## src/hpv_pkg.sv

```systemverilog
// shared constants for the host port and vector logic
package hpv_pkg;
	// direct register select codes
	localparam logic [1:0] HPV_SEL_PORT_C = 2'h0;
	localparam logic [1:0] HPV_SEL_PORT_B = 2'h1;
	localparam logic [1:0] HPV_SEL_PORT_A = 2'h2;
	localparam logic [1:0] HPV_SEL_CONTROL = 2'h3;
	// pointer targets
	localparam logic [5:0] HPV_REG_MASTER = 6'h00;
	localparam logic [5:0] HPV_REG_VEC_A = 6'h02;
	localparam logic [5:0] HPV_REG_VEC_B = 6'h03;
	localparam logic [5:0] HPV_REG_VEC_CT = 6'h04;
	localparam logic [5:0] HPV_REG_SRC_BASE = 6'h08;
	localparam logic [5:0] HPV_REG_DATA_A = 6'h0D;
	localparam logic [5:0] HPV_REG_DATA_B = 6'h0E;
	localparam logic [5:0] HPV_REG_DATA_C = 6'h0F;
	localparam logic [5:0] HPV_REG_TIMER3_RELOAD_LOW = 6'h1B;
	localparam logic [5:0] HPV_REG_TIMER1_MODE = 6'h1C;
	localparam logic [5:0] HPV_REG_TIMER2_MODE = 6'h1D;
	localparam logic [5:0] HPV_REG_TIMER3_MODE = 6'h1E;
	localparam logic [5:0] HPV_REG_POLLED_VECTOR = 6'h1F;
	// master control field positions
	localparam int HPV_BIT_GLOBAL = 7;
	localparam int HPV_BIT_CHAIN = 6;
	localparam int HPV_BIT_QUIET = 5;
	localparam int HPV_BIT_STAT_A = 4;
	localparam int HPV_BIT_STAT_B = 3;
	localparam int HPV_BIT_STAT_T = 2;
	localparam int HPV_BIT_RESET = 0;
	// per-source control field positions
	localparam int HPV_BIT_PEND = 7;
	localparam int HPV_BIT_SVC = 6;
	localparam int HPV_BIT_ENA = 5;
	// sources in fixed priority order, index 0 highest
	localparam int HPV_NUM_SRC = 5;
	localparam int HPV_SRC_CT3 = 0;
	localparam int HPV_SRC_PA = 1;
	localparam int HPV_SRC_CT2 = 2;
	localparam int HPV_SRC_PB = 3;
	localparam int HPV_SRC_CT1 = 4;
	// counter/timer status codes placed in the shared vector
	localparam logic [1:0] HPV_CT_CODE_3 = 2'h0;
	localparam logic [1:0] HPV_CT_CODE_2 = 2'h1;
	localparam logic [1:0] HPV_CT_CODE_1 = 2'h2;
	localparam logic [1:0] HPV_CT_CODE_NONE = 2'h3;
	// fixed read values
	localparam logic [7:0] HPV_READ_IN_RESET = 8'h01;
	localparam logic [7:0] HPV_NO_VECTOR = 8'hFF;
	localparam logic [7:0] HPV_BYTE_ZERO = 8'h00;
	// access state machine, one-hot
	typedef enum logic [1:0] {
		HPV_ACC_POINTER = 2'b01,
		HPV_ACC_TARGET = 2'b10
	} hpv_access_type;
endpackage

```

## src/hpv_irq_cell.sv

```systemverilog
// pending, under-service and enable bits of one interrupt source
`timescale 1ns/1ps
`default_nettype none
module hpv_irq_cell (
	// clock and reset
	input wire logic clk,
	input wire logic rst_n,
	input wire logic sys_reset,
	// control
	input wire logic freeze,
	input wire logic event_pulse,
	input wire logic wr_en,
	input wire logic wr_pend,
	input wire logic wr_svc,
	input wire logic wr_ena,
	input wire logic ack_set,
	// state
	output logic pend,
	output logic svc,
	output logic ena
);
	typedef struct packed {
		logic pend;
		logic svc;
		logic ena;
		logic held;
	} hpv_cell_type;

	hpv_cell_type cur;
	hpv_cell_type next_cur;

	// software write first, then hardware set so an event beats a clear
	always_comb begin
		next_cur = cur;
		if (sys_reset) begin
			next_cur = '0;
		end else begin
			if (wr_en) begin
				next_cur.pend = wr_pend;
				next_cur.svc = wr_svc;
				next_cur.ena = wr_ena;
			end
			if (ack_set) begin
				next_cur.svc = 1'b1;
			end
			// events during a frozen access are held, not lost
			if (freeze) begin
				next_cur.held = cur.held | event_pulse;
			end else begin
				if (event_pulse || cur.held) begin
					next_cur.pend = 1'b1;
				end
				next_cur.held = 1'b0;
			end
		end
	end

	always_ff @(posedge clk or negedge rst_n) begin
		if (!rst_n) begin
			cur <= '0;
		end else begin
			cur <= next_cur;
		end
	end

	assign pend = cur.pend;
	assign svc = cur.svc;
	assign ena = cur.ena;
endmodule
`default_nettype wire

```

## src/hpv_host_port.sv

```systemverilog
// host register port, access state machine and interrupt vector logic
`timescale 1ns/1ps
`default_nettype none
// Overview of operation
// - acknowledge supplies an 8-bit vector from port A, port B or timer base.
// - vector suppress set keeps the data bus undriven during acknowledge.
// - each base vector has its own status-in-vector bit adding cause bits.
// - with global enable set, base vector reads include status.
// - with global enable clear, base vector reads return the programmed value.
// - polled vector returns the acknowledge vector, or all ones if nothing pending.
// - select 00 port C, 01 port B, 10 port A, 11 control path.
// - other registers are reached by writing a 6-bit pointer then accessing.
// - two-state machine picks pointer or target; only select 11 accesses and pin reset move it.
// - any control read leaves the machine pointing at the pointer.
// - control read in pointer state returns the last pointed register.
// - in target state no pending bit sets and status stays frozen.
// - reset by read and write strobes low together or writing reset bit.
// - in reset control bits clear, only the pointer and reset bit writable, reads give 01.
// - while read strobe low with chip enabled, selected register is driven.
// - write strobe falling with chip enabled stores bus data.
// - interrupt request pulled low while an enabled source is pending and chain input is high.
// - acknowledge with a pending bit drives chain enable output low.
// - with chain input high, vector driven and under-service set on read.
// - priority fixed: timer 3, port A, timer 2, port B, timer 1.
// - global enable clear masks all pending bits from request and acknowledge.
// - block lower chain bit forces chain enable output low.
module hpv_host_port
	import hpv_pkg::*;
(
	// clock and reset
	input wire logic clk,
	input wire logic rst_b,
	// host strobes and select
	input wire logic ce_n,
	input wire logic rd_n,
	input wire logic wr_n,
	input wire logic [1:0] register_select,
	// host data bus, split
	input wire logic [7:0] host_data_bus_in,
	output logic [7:0] host_data_bus_out,
	output logic host_data_bus_oe_n,
	// interrupt pins
	output logic irq_request_out,
	output logic irq_request_oe_n,
	input wire logic irq_acknowledge_n,
	input wire logic chain_enable_input,
	output logic chain_enable_output,
	// interrupt events, index 0 highest priority
	input wire logic [hpv_pkg::HPV_NUM_SRC-1:0] source_event,
	input wire logic [2:0] port_a_cause,
	input wire logic [2:0] port_b_cause,
	// stored values toward the port and timer logic
	output logic [7:0] port_a_data,
	output logic [7:0] port_b_data,
	output logic [7:0] port_c_data,
	output logic [7:0] timer3_reload_low_byte,
	output logic [7:0] timer1_mode_setup,
	output logic [7:0] timer2_mode_setup,
	output logic [7:0] timer3_mode_setup,
	output logic device_in_reset
);
	import hpv_pkg::*;

	typedef struct packed {
		hpv_access_type acc;
		logic [5:0] pointer;
		logic reset_bit;
		logic global_irq_enable;
		logic block_lower_chain;
		logic vector_suppress;
		logic [2:0] status_in_vector;
		logic [7:0] vec_a;
		logic [7:0] vec_b;
		logic [7:0] vec_ct;
		logic [7:0] data_a;
		logic [7:0] data_b;
		logic [7:0] data_c;
		logic [7:0] tc3_lo;
		logic [7:0] mode1;
		logic [7:0] mode2;
		logic [7:0] mode3;
		logic rd_q;
		logic wr_q;
		logic [7:0] dout;
		logic drive;
		logic [2:0] st_a;
		logic [2:0] st_b;
	} hpv_port_type;

	hpv_port_type cur;
	hpv_port_type next_cur;
	logic rst_meta;
	logic rst_n;
	logic [HPV_NUM_SRC-1:0] pend;
	logic [HPV_NUM_SRC-1:0] svc;
	logic [HPV_NUM_SRC-1:0] ena;
	logic [HPV_NUM_SRC-1:0] req;
	logic [HPV_NUM_SRC-1:0] ack_set;
	logic [HPV_NUM_SRC-1:0] src_wr;
	logic any_req;
	logic found;
	logic [2:0] top_idx;
	logic [1:0] ct_code;
	logic [7:0] ack_vector;
	logic [7:0] polled_vector;
	logic pin_reset;
	logic rd_fall;
	logic wr_fall;
	logic ctl_wr;
	logic ack_cycle;
	logic ack_read;
	logic [7:0] reg_value;

	// reset release through two flops
	always_ff @(posedge clk or negedge rst_b) begin
		if (!rst_b) begin
			rst_meta <= 1'b0;
			rst_n <= 1'b0;
		end else begin
			rst_meta <= 1'b1;
			rst_n <= rst_meta;
		end
	end

	// base vector with status bits merged in
	function automatic logic [7:0] port_vec(input logic [7:0] base, input logic [2:0] cause);
		port_vec = {base[7:4], cause, base[0]};
	endfunction

	function automatic logic [7:0] ct_vec(input logic [7:0] base, input logic [1:0] code);
		ct_vec = {base[7:3], code, base[0]};
	endfunction

	// strobe edges; strobes are synchronous inputs
	assign pin_reset = !rd_n && !wr_n;
	assign rd_fall = cur.rd_q && !rd_n && !pin_reset;
	assign wr_fall = cur.wr_q && !wr_n && !pin_reset;
	assign ack_cycle = !irq_acknowledge_n;
	assign ctl_wr = wr_fall && !ce_n && !ack_cycle && (register_select == HPV_SEL_CONTROL) &&
		(cur.acc == HPV_ACC_TARGET);

	// pending sources masked by their enables and the global enable
	assign req = (pend & ena) & {HPV_NUM_SRC{cur.global_irq_enable}};
	assign any_req = |req;

	// fixed priority encoder, lowest index wins
	always_comb begin
		found = 1'b0;
		top_idx = 3'h0;
		for (int i = 0; i < HPV_NUM_SRC; i++) begin
			if (req[i] && !found) begin
				found = 1'b1;
				top_idx = 3'(i);
			end
		end
	end

	// timer code follows the highest pending timer
	always_comb begin
		if (req[HPV_SRC_CT3]) begin
			ct_code = HPV_CT_CODE_3;
		end else if (req[HPV_SRC_CT2]) begin
			ct_code = HPV_CT_CODE_2;
		end else if (req[HPV_SRC_CT1]) begin
			ct_code = HPV_CT_CODE_1;
		end else begin
			ct_code = HPV_CT_CODE_NONE;
		end
	end

	// vector that an acknowledge would return now
	always_comb begin
		if (top_idx == 3'(HPV_SRC_PA)) begin
			ack_vector = cur.status_in_vector[2] ? port_vec(cur.vec_a, cur.st_a) : cur.vec_a;
		end else if (top_idx == 3'(HPV_SRC_PB)) begin
			ack_vector = cur.status_in_vector[1] ? port_vec(cur.vec_b, cur.st_b) : cur.vec_b;
		end else begin
			ack_vector = cur.status_in_vector[0] ? ct_vec(cur.vec_ct, ct_code) : cur.vec_ct;
		end
		polled_vector = found ? ack_vector : HPV_NO_VECTOR;
	end

	// read value of the register that the pointer names
	always_comb begin
		reg_value = HPV_BYTE_ZERO;
		if (cur.pointer == HPV_REG_MASTER) begin
			reg_value[HPV_BIT_GLOBAL] = cur.global_irq_enable;
			reg_value[HPV_BIT_CHAIN] = cur.block_lower_chain;
			reg_value[HPV_BIT_QUIET] = cur.vector_suppress;
			reg_value[HPV_BIT_STAT_A] = cur.status_in_vector[2];
			reg_value[HPV_BIT_STAT_B] = cur.status_in_vector[1];
			reg_value[HPV_BIT_STAT_T] = cur.status_in_vector[0];
			reg_value[HPV_BIT_RESET] = cur.reset_bit;
		end else if (cur.pointer == HPV_REG_VEC_A) begin
			reg_value = cur.global_irq_enable ? port_vec(cur.vec_a, cur.st_a) : cur.vec_a;
		end else if (cur.pointer == HPV_REG_VEC_B) begin
			reg_value = cur.global_irq_enable ? port_vec(cur.vec_b, cur.st_b) : cur.vec_b;
		end else if (cur.pointer == HPV_REG_VEC_CT) begin
			reg_value = cur.global_irq_enable ? ct_vec(cur.vec_ct, ct_code) : cur.vec_ct;
		end else if (cur.pointer >= HPV_REG_SRC_BASE && cur.pointer < HPV_REG_SRC_BASE + 6'(HPV_NUM_SRC)) begin
			reg_value[HPV_BIT_PEND] = pend[3'(cur.pointer - HPV_REG_SRC_BASE)];
			reg_value[HPV_BIT_SVC] = svc[3'(cur.pointer - HPV_REG_SRC_BASE)];
			reg_value[HPV_BIT_ENA] = ena[3'(cur.pointer - HPV_REG_SRC_BASE)];
		end else if (cur.pointer == HPV_REG_DATA_A) begin
			reg_value = cur.data_a;
		end else if (cur.pointer == HPV_REG_DATA_B) begin
			reg_value = cur.data_b;
		end else if (cur.pointer == HPV_REG_DATA_C) begin
			reg_value = cur.data_c;
		end else if (cur.pointer == HPV_REG_TIMER3_RELOAD_LOW) begin
			reg_value = cur.tc3_lo;
		end else if (cur.pointer == HPV_REG_TIMER1_MODE) begin
			reg_value = cur.mode1;
		end else if (cur.pointer == HPV_REG_TIMER2_MODE) begin
			reg_value = cur.mode2;
		end else if (cur.pointer == HPV_REG_TIMER3_MODE) begin
			reg_value = cur.mode3;
		end else if (cur.pointer == HPV_REG_POLLED_VECTOR) begin
			reg_value = polled_vector;
		end
	end

	// acknowledge read: chain open above us and something to serve
	assign ack_read = rd_fall && ack_cycle && chain_enable_input && any_req;
	always_comb begin
		for (int i = 0; i < HPV_NUM_SRC; i++) begin
			ack_set[i] = ack_read && (top_idx == 3'(i));
			src_wr[i] = ctl_wr && !cur.reset_bit && (cur.pointer == HPV_REG_SRC_BASE + 6'(i));
		end
	end

	// one interrupt cell per source
	genvar g;
	generate
		for (g = 0; g < HPV_NUM_SRC; g++) begin : g_src
			hpv_irq_cell u_cell (
				.clk(clk),
				.rst_n(rst_n),
				.sys_reset(next_cur.reset_bit), // cleared on the edge that enters reset
				.freeze(cur.acc == HPV_ACC_TARGET),
				.event_pulse(source_event[g]),
				.wr_en(src_wr[g]),
				.wr_pend(host_data_bus_in[HPV_BIT_PEND]),
				.wr_svc(host_data_bus_in[HPV_BIT_SVC]),
				.wr_ena(host_data_bus_in[HPV_BIT_ENA]),
				.ack_set(ack_set[g]),
				.pend(pend[g]),
				.svc(svc[g]),
				.ena(ena[g])
			);
		end
	endgenerate

	// host access sequencing and register writes
	always_comb begin
		next_cur = cur;
		next_cur.rd_q = rd_n;
		next_cur.wr_q = wr_n;
		// cause bits only follow the pins while not frozen
		if (cur.acc == HPV_ACC_POINTER) begin
			next_cur.st_a = port_a_cause;
			next_cur.st_b = port_b_cause;
		end
		if (rd_n) begin
			next_cur.drive = 1'b0;
		end
		if (pin_reset) begin
			next_cur.reset_bit = 1'b1;
			next_cur.acc = HPV_ACC_POINTER;
		end else if (ack_read) begin
			next_cur.dout = ack_vector;
			next_cur.drive = !cur.vector_suppress;
		end else if (rd_fall && !ce_n && !ack_cycle) begin
			next_cur.drive = 1'b1;
			if (cur.reset_bit) begin
				next_cur.dout = HPV_READ_IN_RESET;
			end else if (register_select == HPV_SEL_PORT_C) begin
				next_cur.dout = cur.data_c;
			end else if (register_select == HPV_SEL_PORT_B) begin
				next_cur.dout = cur.data_b;
			end else if (register_select == HPV_SEL_PORT_A) begin
				next_cur.dout = cur.data_a;
			end else begin
				next_cur.dout = reg_value;
			end
			if (register_select == HPV_SEL_CONTROL) begin
				next_cur.acc = HPV_ACC_POINTER;
			end
		end else if (wr_fall && !ce_n && !ack_cycle) begin
			if (register_select == HPV_SEL_CONTROL) begin
				if (cur.acc == HPV_ACC_POINTER) begin
					next_cur.pointer = host_data_bus_in[5:0];
					next_cur.acc = HPV_ACC_TARGET;
				end else begin
					next_cur.acc = HPV_ACC_POINTER;
					if (cur.pointer == HPV_REG_MASTER) begin
						next_cur.reset_bit = host_data_bus_in[HPV_BIT_RESET];
					end
					// everything but the reset bit is locked while in reset
					if (!cur.reset_bit) begin
						if (cur.pointer == HPV_REG_MASTER) begin
							next_cur.global_irq_enable = host_data_bus_in[HPV_BIT_GLOBAL];
							next_cur.block_lower_chain = host_data_bus_in[HPV_BIT_CHAIN];
							next_cur.vector_suppress = host_data_bus_in[HPV_BIT_QUIET];
							next_cur.status_in_vector = {host_data_bus_in[HPV_BIT_STAT_A],
								host_data_bus_in[HPV_BIT_STAT_B], host_data_bus_in[HPV_BIT_STAT_T]};
						end else if (cur.pointer == HPV_REG_VEC_A) begin
							next_cur.vec_a = host_data_bus_in;
						end else if (cur.pointer == HPV_REG_VEC_B) begin
							next_cur.vec_b = host_data_bus_in;
						end else if (cur.pointer == HPV_REG_VEC_CT) begin
							next_cur.vec_ct = host_data_bus_in;
						end else if (cur.pointer == HPV_REG_DATA_A) begin
							next_cur.data_a = host_data_bus_in;
						end else if (cur.pointer == HPV_REG_DATA_B) begin
							next_cur.data_b = host_data_bus_in;
						end else if (cur.pointer == HPV_REG_DATA_C) begin
							next_cur.data_c = host_data_bus_in;
						end else if (cur.pointer == HPV_REG_TIMER3_RELOAD_LOW) begin
							next_cur.tc3_lo = host_data_bus_in;
						end else if (cur.pointer == HPV_REG_TIMER1_MODE) begin
							next_cur.mode1 = host_data_bus_in;
						end else if (cur.pointer == HPV_REG_TIMER2_MODE) begin
							next_cur.mode2 = host_data_bus_in;
						end else if (cur.pointer == HPV_REG_TIMER3_MODE) begin
							next_cur.mode3 = host_data_bus_in;
						end
					end
				end
			end else if (!cur.reset_bit) begin
				// direct data writes
				if (register_select == HPV_SEL_PORT_C) begin
					next_cur.data_c = host_data_bus_in;
				end else if (register_select == HPV_SEL_PORT_B) begin
					next_cur.data_b = host_data_bus_in;
				end else begin
					next_cur.data_a = host_data_bus_in;
				end
			end
		end
		// reset forces every control bit to zero
		if (next_cur.reset_bit) begin
			next_cur.global_irq_enable = 1'b0;
			next_cur.block_lower_chain = 1'b0;
			next_cur.vector_suppress = 1'b0;
			next_cur.status_in_vector = 3'h0;
			next_cur.vec_a = HPV_BYTE_ZERO;
			next_cur.vec_b = HPV_BYTE_ZERO;
			next_cur.vec_ct = HPV_BYTE_ZERO;
			next_cur.tc3_lo = HPV_BYTE_ZERO;
			next_cur.mode1 = HPV_BYTE_ZERO;
			next_cur.mode2 = HPV_BYTE_ZERO;
			next_cur.mode3 = HPV_BYTE_ZERO;
		end
	end

	// power-up leaves the device in reset, as after a pin reset
	always_ff @(posedge clk or negedge rst_n) begin
		if (!rst_n) begin
			cur <= '0;
			cur.acc <= HPV_ACC_POINTER;
			cur.reset_bit <= 1'b1;
			cur.rd_q <= 1'b1;
			cur.wr_q <= 1'b1;
		end else begin
			cur <= next_cur;
		end
	end

	// bus drive stops as soon as the read strobe rises
	assign host_data_bus_out = cur.dout;
	assign host_data_bus_oe_n = !(cur.drive && !rd_n);
	// open-drain request, only while no higher device blocks us
	assign irq_request_out = 1'b0;
	assign irq_request_oe_n = !(any_req && chain_enable_input);
	// chain closes on service, on acknowledge with pending, or on command
	assign chain_enable_output = chain_enable_input && !cur.block_lower_chain &&
		!(|svc) && !(ack_cycle && any_req);
	assign port_a_data = cur.data_a;
	assign port_b_data = cur.data_b;
	assign port_c_data = cur.data_c;
	assign timer3_reload_low_byte = cur.tc3_lo;
	assign timer1_mode_setup = cur.mode1;
	assign timer2_mode_setup = cur.mode2;
	assign timer3_mode_setup = cur.mode3;
	assign device_in_reset = cur.reset_bit;
endmodule
`default_nettype wire

```

## config.mk

```make
export PLATFORM = sky130hd
export DESIGN_NAME = hpv_host_port
export DESIGN_NICKNAME = d
export VERILOG_FILES = /design/src/hpv_pkg.sv /design/src/hpv_irq_cell.sv /design/src/hpv_host_port.sv
export SDC_FILE = /design/constraint.sdc
export NUM_CORES = 1
export LEC_CHECK = 0
export ABC_AREA = 1
export BUFFER_PORTS_ARGS = -buffer_cell sky130_fd_sc_hd__buf_2
export CORE_MARGIN = 2
export CORE_UTILIZATION = 53
export DETAILED_ROUTE_END_ITERATION = 16
export HOLD_SLACK_MARGIN = 0.15
export PLACE_DENSITY = 0.77
export RECOVER_POWER = 100
export SLEW_MARGIN = 25
export SYNTH_ARGS = -nofsm -noshare
export SYNTH_HDL_FRONTEND = slang
export SYNTH_SLANG_ARGS = --single-unit
```

## constraint.sdc

```tcl
create_clock -name clk -period 3.7 [get_ports clk]
set_input_delay 0.925 -clock clk [delete_from_list [all_inputs] [get_ports clk]]
set_output_delay 0.925 -clock clk [all_outputs]
set_load 0.05 [all_outputs]
```

==> results.toml <==
[worst_setup_path]
cp-start-kind = "flop"
crit_required_ps = 4010
crit_chain = "nand3_2 -> inv_1 -> nand2_2 -> inv_1 -> nor2_1 -> nand2_1 -> nand3_1 -> o21ai_0 -> nand4_1 -> o21ai_0 -> nand3b_1 -> nand2_1 -> nand3_1 -> nand2_1 -> nand2_1 -> nand2_1 -> nand3_1"
slowest_stage = "dfrtp_1"
path_class = "reg -> reg"
endpoint_kind = "flop"
max_stage_delay_ps = 470
path_delay_family = "simple AND/OR/NAND/NOR gates"
cp_num_buf_inv = 2
arrival_ps = 3510
path_common_cell = "nand2_1"
cp_max_fo = 8

[sta]
relSlewSlack_pct = -54.5
report.final.slew_viol_count = 57
setup_viol = 0
fin_crit_ps = 3200
setup_tns_ps = 0
hold_viol = 0
whs_ps = 274
fmax_mhz = 313
max_slew.worst_pin.slew_ps = 2320
skew_ps = 6.53
layout_setup_ws_ps = 505
finalCritPeriodShare_pct = 86.4
rsz0062_at_grt = "false"

[placed_design]
port_buffers = 95
dpl.hpwl_mm = 17.5
gp_congestion = 1.04
pre_cts_ws_ps = 592

[drt]
final_antenna_net_count = 0
initialDrtViolationCount = 832
viasPerCell = 5.83
drc_errors = 0
dr_total_vias = 7348
avgRoutedWirePerCell_um = 18.9
first_pass_iters = 6
routed_wl_mm = 23.9

[floorplanning]
core_um2 = 14400
ios = 97
initial_core_util_pct = 54.0
rows = 44
die_height_um = 125
dieArea_um2 = 15700
die_x_um = 125

[synthesis]
yosys.area_share.simple_pct = 27.7
synth.area.top_cells = "dfrtp_1 (42%), nand2_1 (13%), buf_4 (6.6%), o21ai_0 (5.4%), inv_1 (4.2%)"
ys_top_cells_by_count = "nand2_1 (269), dfrtp_1 (130), inv_1 (88)"
synth_compound_area_share_pct = 15.3
synth.distinct_cells = 56
yosys_register_bits = 134
synth_fa_ha_area_share_pct = 0
ys.flop_type = "dfrtp_1"
synthMuxAreaShare_pct = 0.289
syn_nets = 1056
synth_area_per_cell_um2 = 7.58
synth_async_sr_flop_share_pct = 100
synthXorXnorAreaFrac_pct = 0
syn_inst = 1028
synth_top_cell_area_share_pct = 41.7
synth_edf_count = 0
synth_top_family_by_area = "simple AND/OR/NAND/NOR gates"
synth.most_common_cell = "nand2_1"
yosysTopAreaCell = "dfrtp_1"
yosys_warnings = 0
syn-cell-area_um2 = 7790
ys_seq_area_share_pct = 43.1

[clocking]
insertion_delay_ps = 430
clock_path_buffers = 2
cts_hold_buffers = 0
cts_buffers = 17
tritoncts = "done"
root_buffer = "clkbuf_16"
clock_sinks = 134
clk_pin_slew_ps = 60
htreeDepth = 4
cts.repair.resized = 0
cts_setup_buffers = 0

[grt]
grt_first_pass_wirelength_mm = 38.0
antenna_found_initial = 0
grt.met2_usage_pct = 46.3
grt_busiest_layer = "met2"
grt_util_met3_pct = 6.55
overflow = 0
grt_max_degree = 77
grt_use_met1_pct = 44.1
grtUsageTotal_pct = 31.2
grt_pass1_vias = 6879

[final_layout]
syn_to_final_growth_pct = 8.86
diodes = 0
drive_gt1_share_pct = 12.1
nNetsFinal = 1093

[power]
p_leak_nw = 3.94
p_per_area_nw_per_um2 = 460
ir_drop_mv = 0.262

[min_path]
worst_hold_path_type = "in -> async"

[run_status]
status = "finished, violations left"
violations = "capacitance limit, slew limit"

[job]
cap_violations = 1
[registers in the layout, summed over array words and instances, names as in the netlist, 8 cells and up]
name and flops:
timer1_mode_setup 8, port_b_data 8, cur 47, port_a_data 8, timer3_mode_setup 8, host_data_bus_out 8, timer3_reload_low_byte 8, timer2_mode_setup 8
port_c_data 8
[logic make-up (layout without fill, tap and decap cells)]
kind of cell,after synthesis,after routing
simple gates,472,472
compound gates,215,215
buf+inv,203,252
flops,134,134
other cells,2,2
mux,2,2
[worst reg2reg max path, delay by kind of cell (launching register included)]
family          cells  cell delay [ps]
flops               1              470
simple gates       13             1740
compound gates      2              470
buf+inv             2              410
[report_power, final]
part | internal, W | total (W) | switching, W
combinational | 0.000134 | 0.000525 | 0.000391
clock | 0.00118 | 0.00183 | 0.000648
sequential | 0.00150 | 0.00155 | 0.0000484
total | 0.00281 | 0.00390 | 0.00109
[per-stage QoR]
stage | area [µm²] | cells | power [W] | util [%]
detailed placement | 7980 | 1228 | 0.00209 | 55.3
floorplan | 7790 | 1028 | 0.00192 | -
CTS | 8620 | 1259 | 0.00391 | 59.7
global route | 8480 | 1261 | 0.00403 | 58.8
global placement | 7980 | 1228 | 0.00208 | 55.3
finish | 8480 | 1261 | 0.00390 | 58.8
[cell usage in the layout (no fill, tap or decap), types with 3 or more instances in the layout]
cell / n
o21ai_1: 11
nor3_2: 4
buf_2: 24
dfrtp_1: 130
bufinv_16: 4
nand2_4: 4
nand4_1: 19
nor2_2: 12
clkinv_4: 3
inv_1: 95
dfstp_2: 4
nor2_1: 86
a31oi_1: 3
nand2_2: 5
inv_2: 16
nor2_4: 3
nor3_1: 14
o21ai_0: 97
clkbuf_8: 3
a21oi_1: 64
nand2_1: 270
o211ai_1: 9
buf_4: 10
o22ai_1: 10
nand3_1: 37
nand3_2: 4
clkbuf_1: 74
clkbuf_16: 17
[routing by layer]
layer	wire, µm	share of wire [%]	up-vias
met1	9880	41	3414
met2	10400	44	476
met4	1110	4.6	0
met3	2500	10	85
li1	-	-	3373
met5	0	0	-
[path summary, 6_finish.rpt]
check	depth (start not counted)	to	start	slack (ps)
setup / recovery	17	host_data_bus_out[1]	cur[102]	500
hold / removal	1	rst_n	rst_b	270
setup reg to reg	17	host_data_bus_out[1]	cur[102]	500
hold reg to reg	0	rst_n	rst_meta	350
max in group asynchronous	0	port_b_data[3]	rst_n	1370
min in group clk	0	rst_n	rst_meta	350
[cell type report]
type / instances / area (µm²)
inverter: 112 / 420
timing repair buffer: 109 / 493
clock inverter: 11 / 173
multi-input combinational: 691 / 3340
sequential: 134 / 3360
clock buffer: 20 / 467
tap: 184 / 230
fill: 1362 / 5940
(Power assumes the default switching activity.)
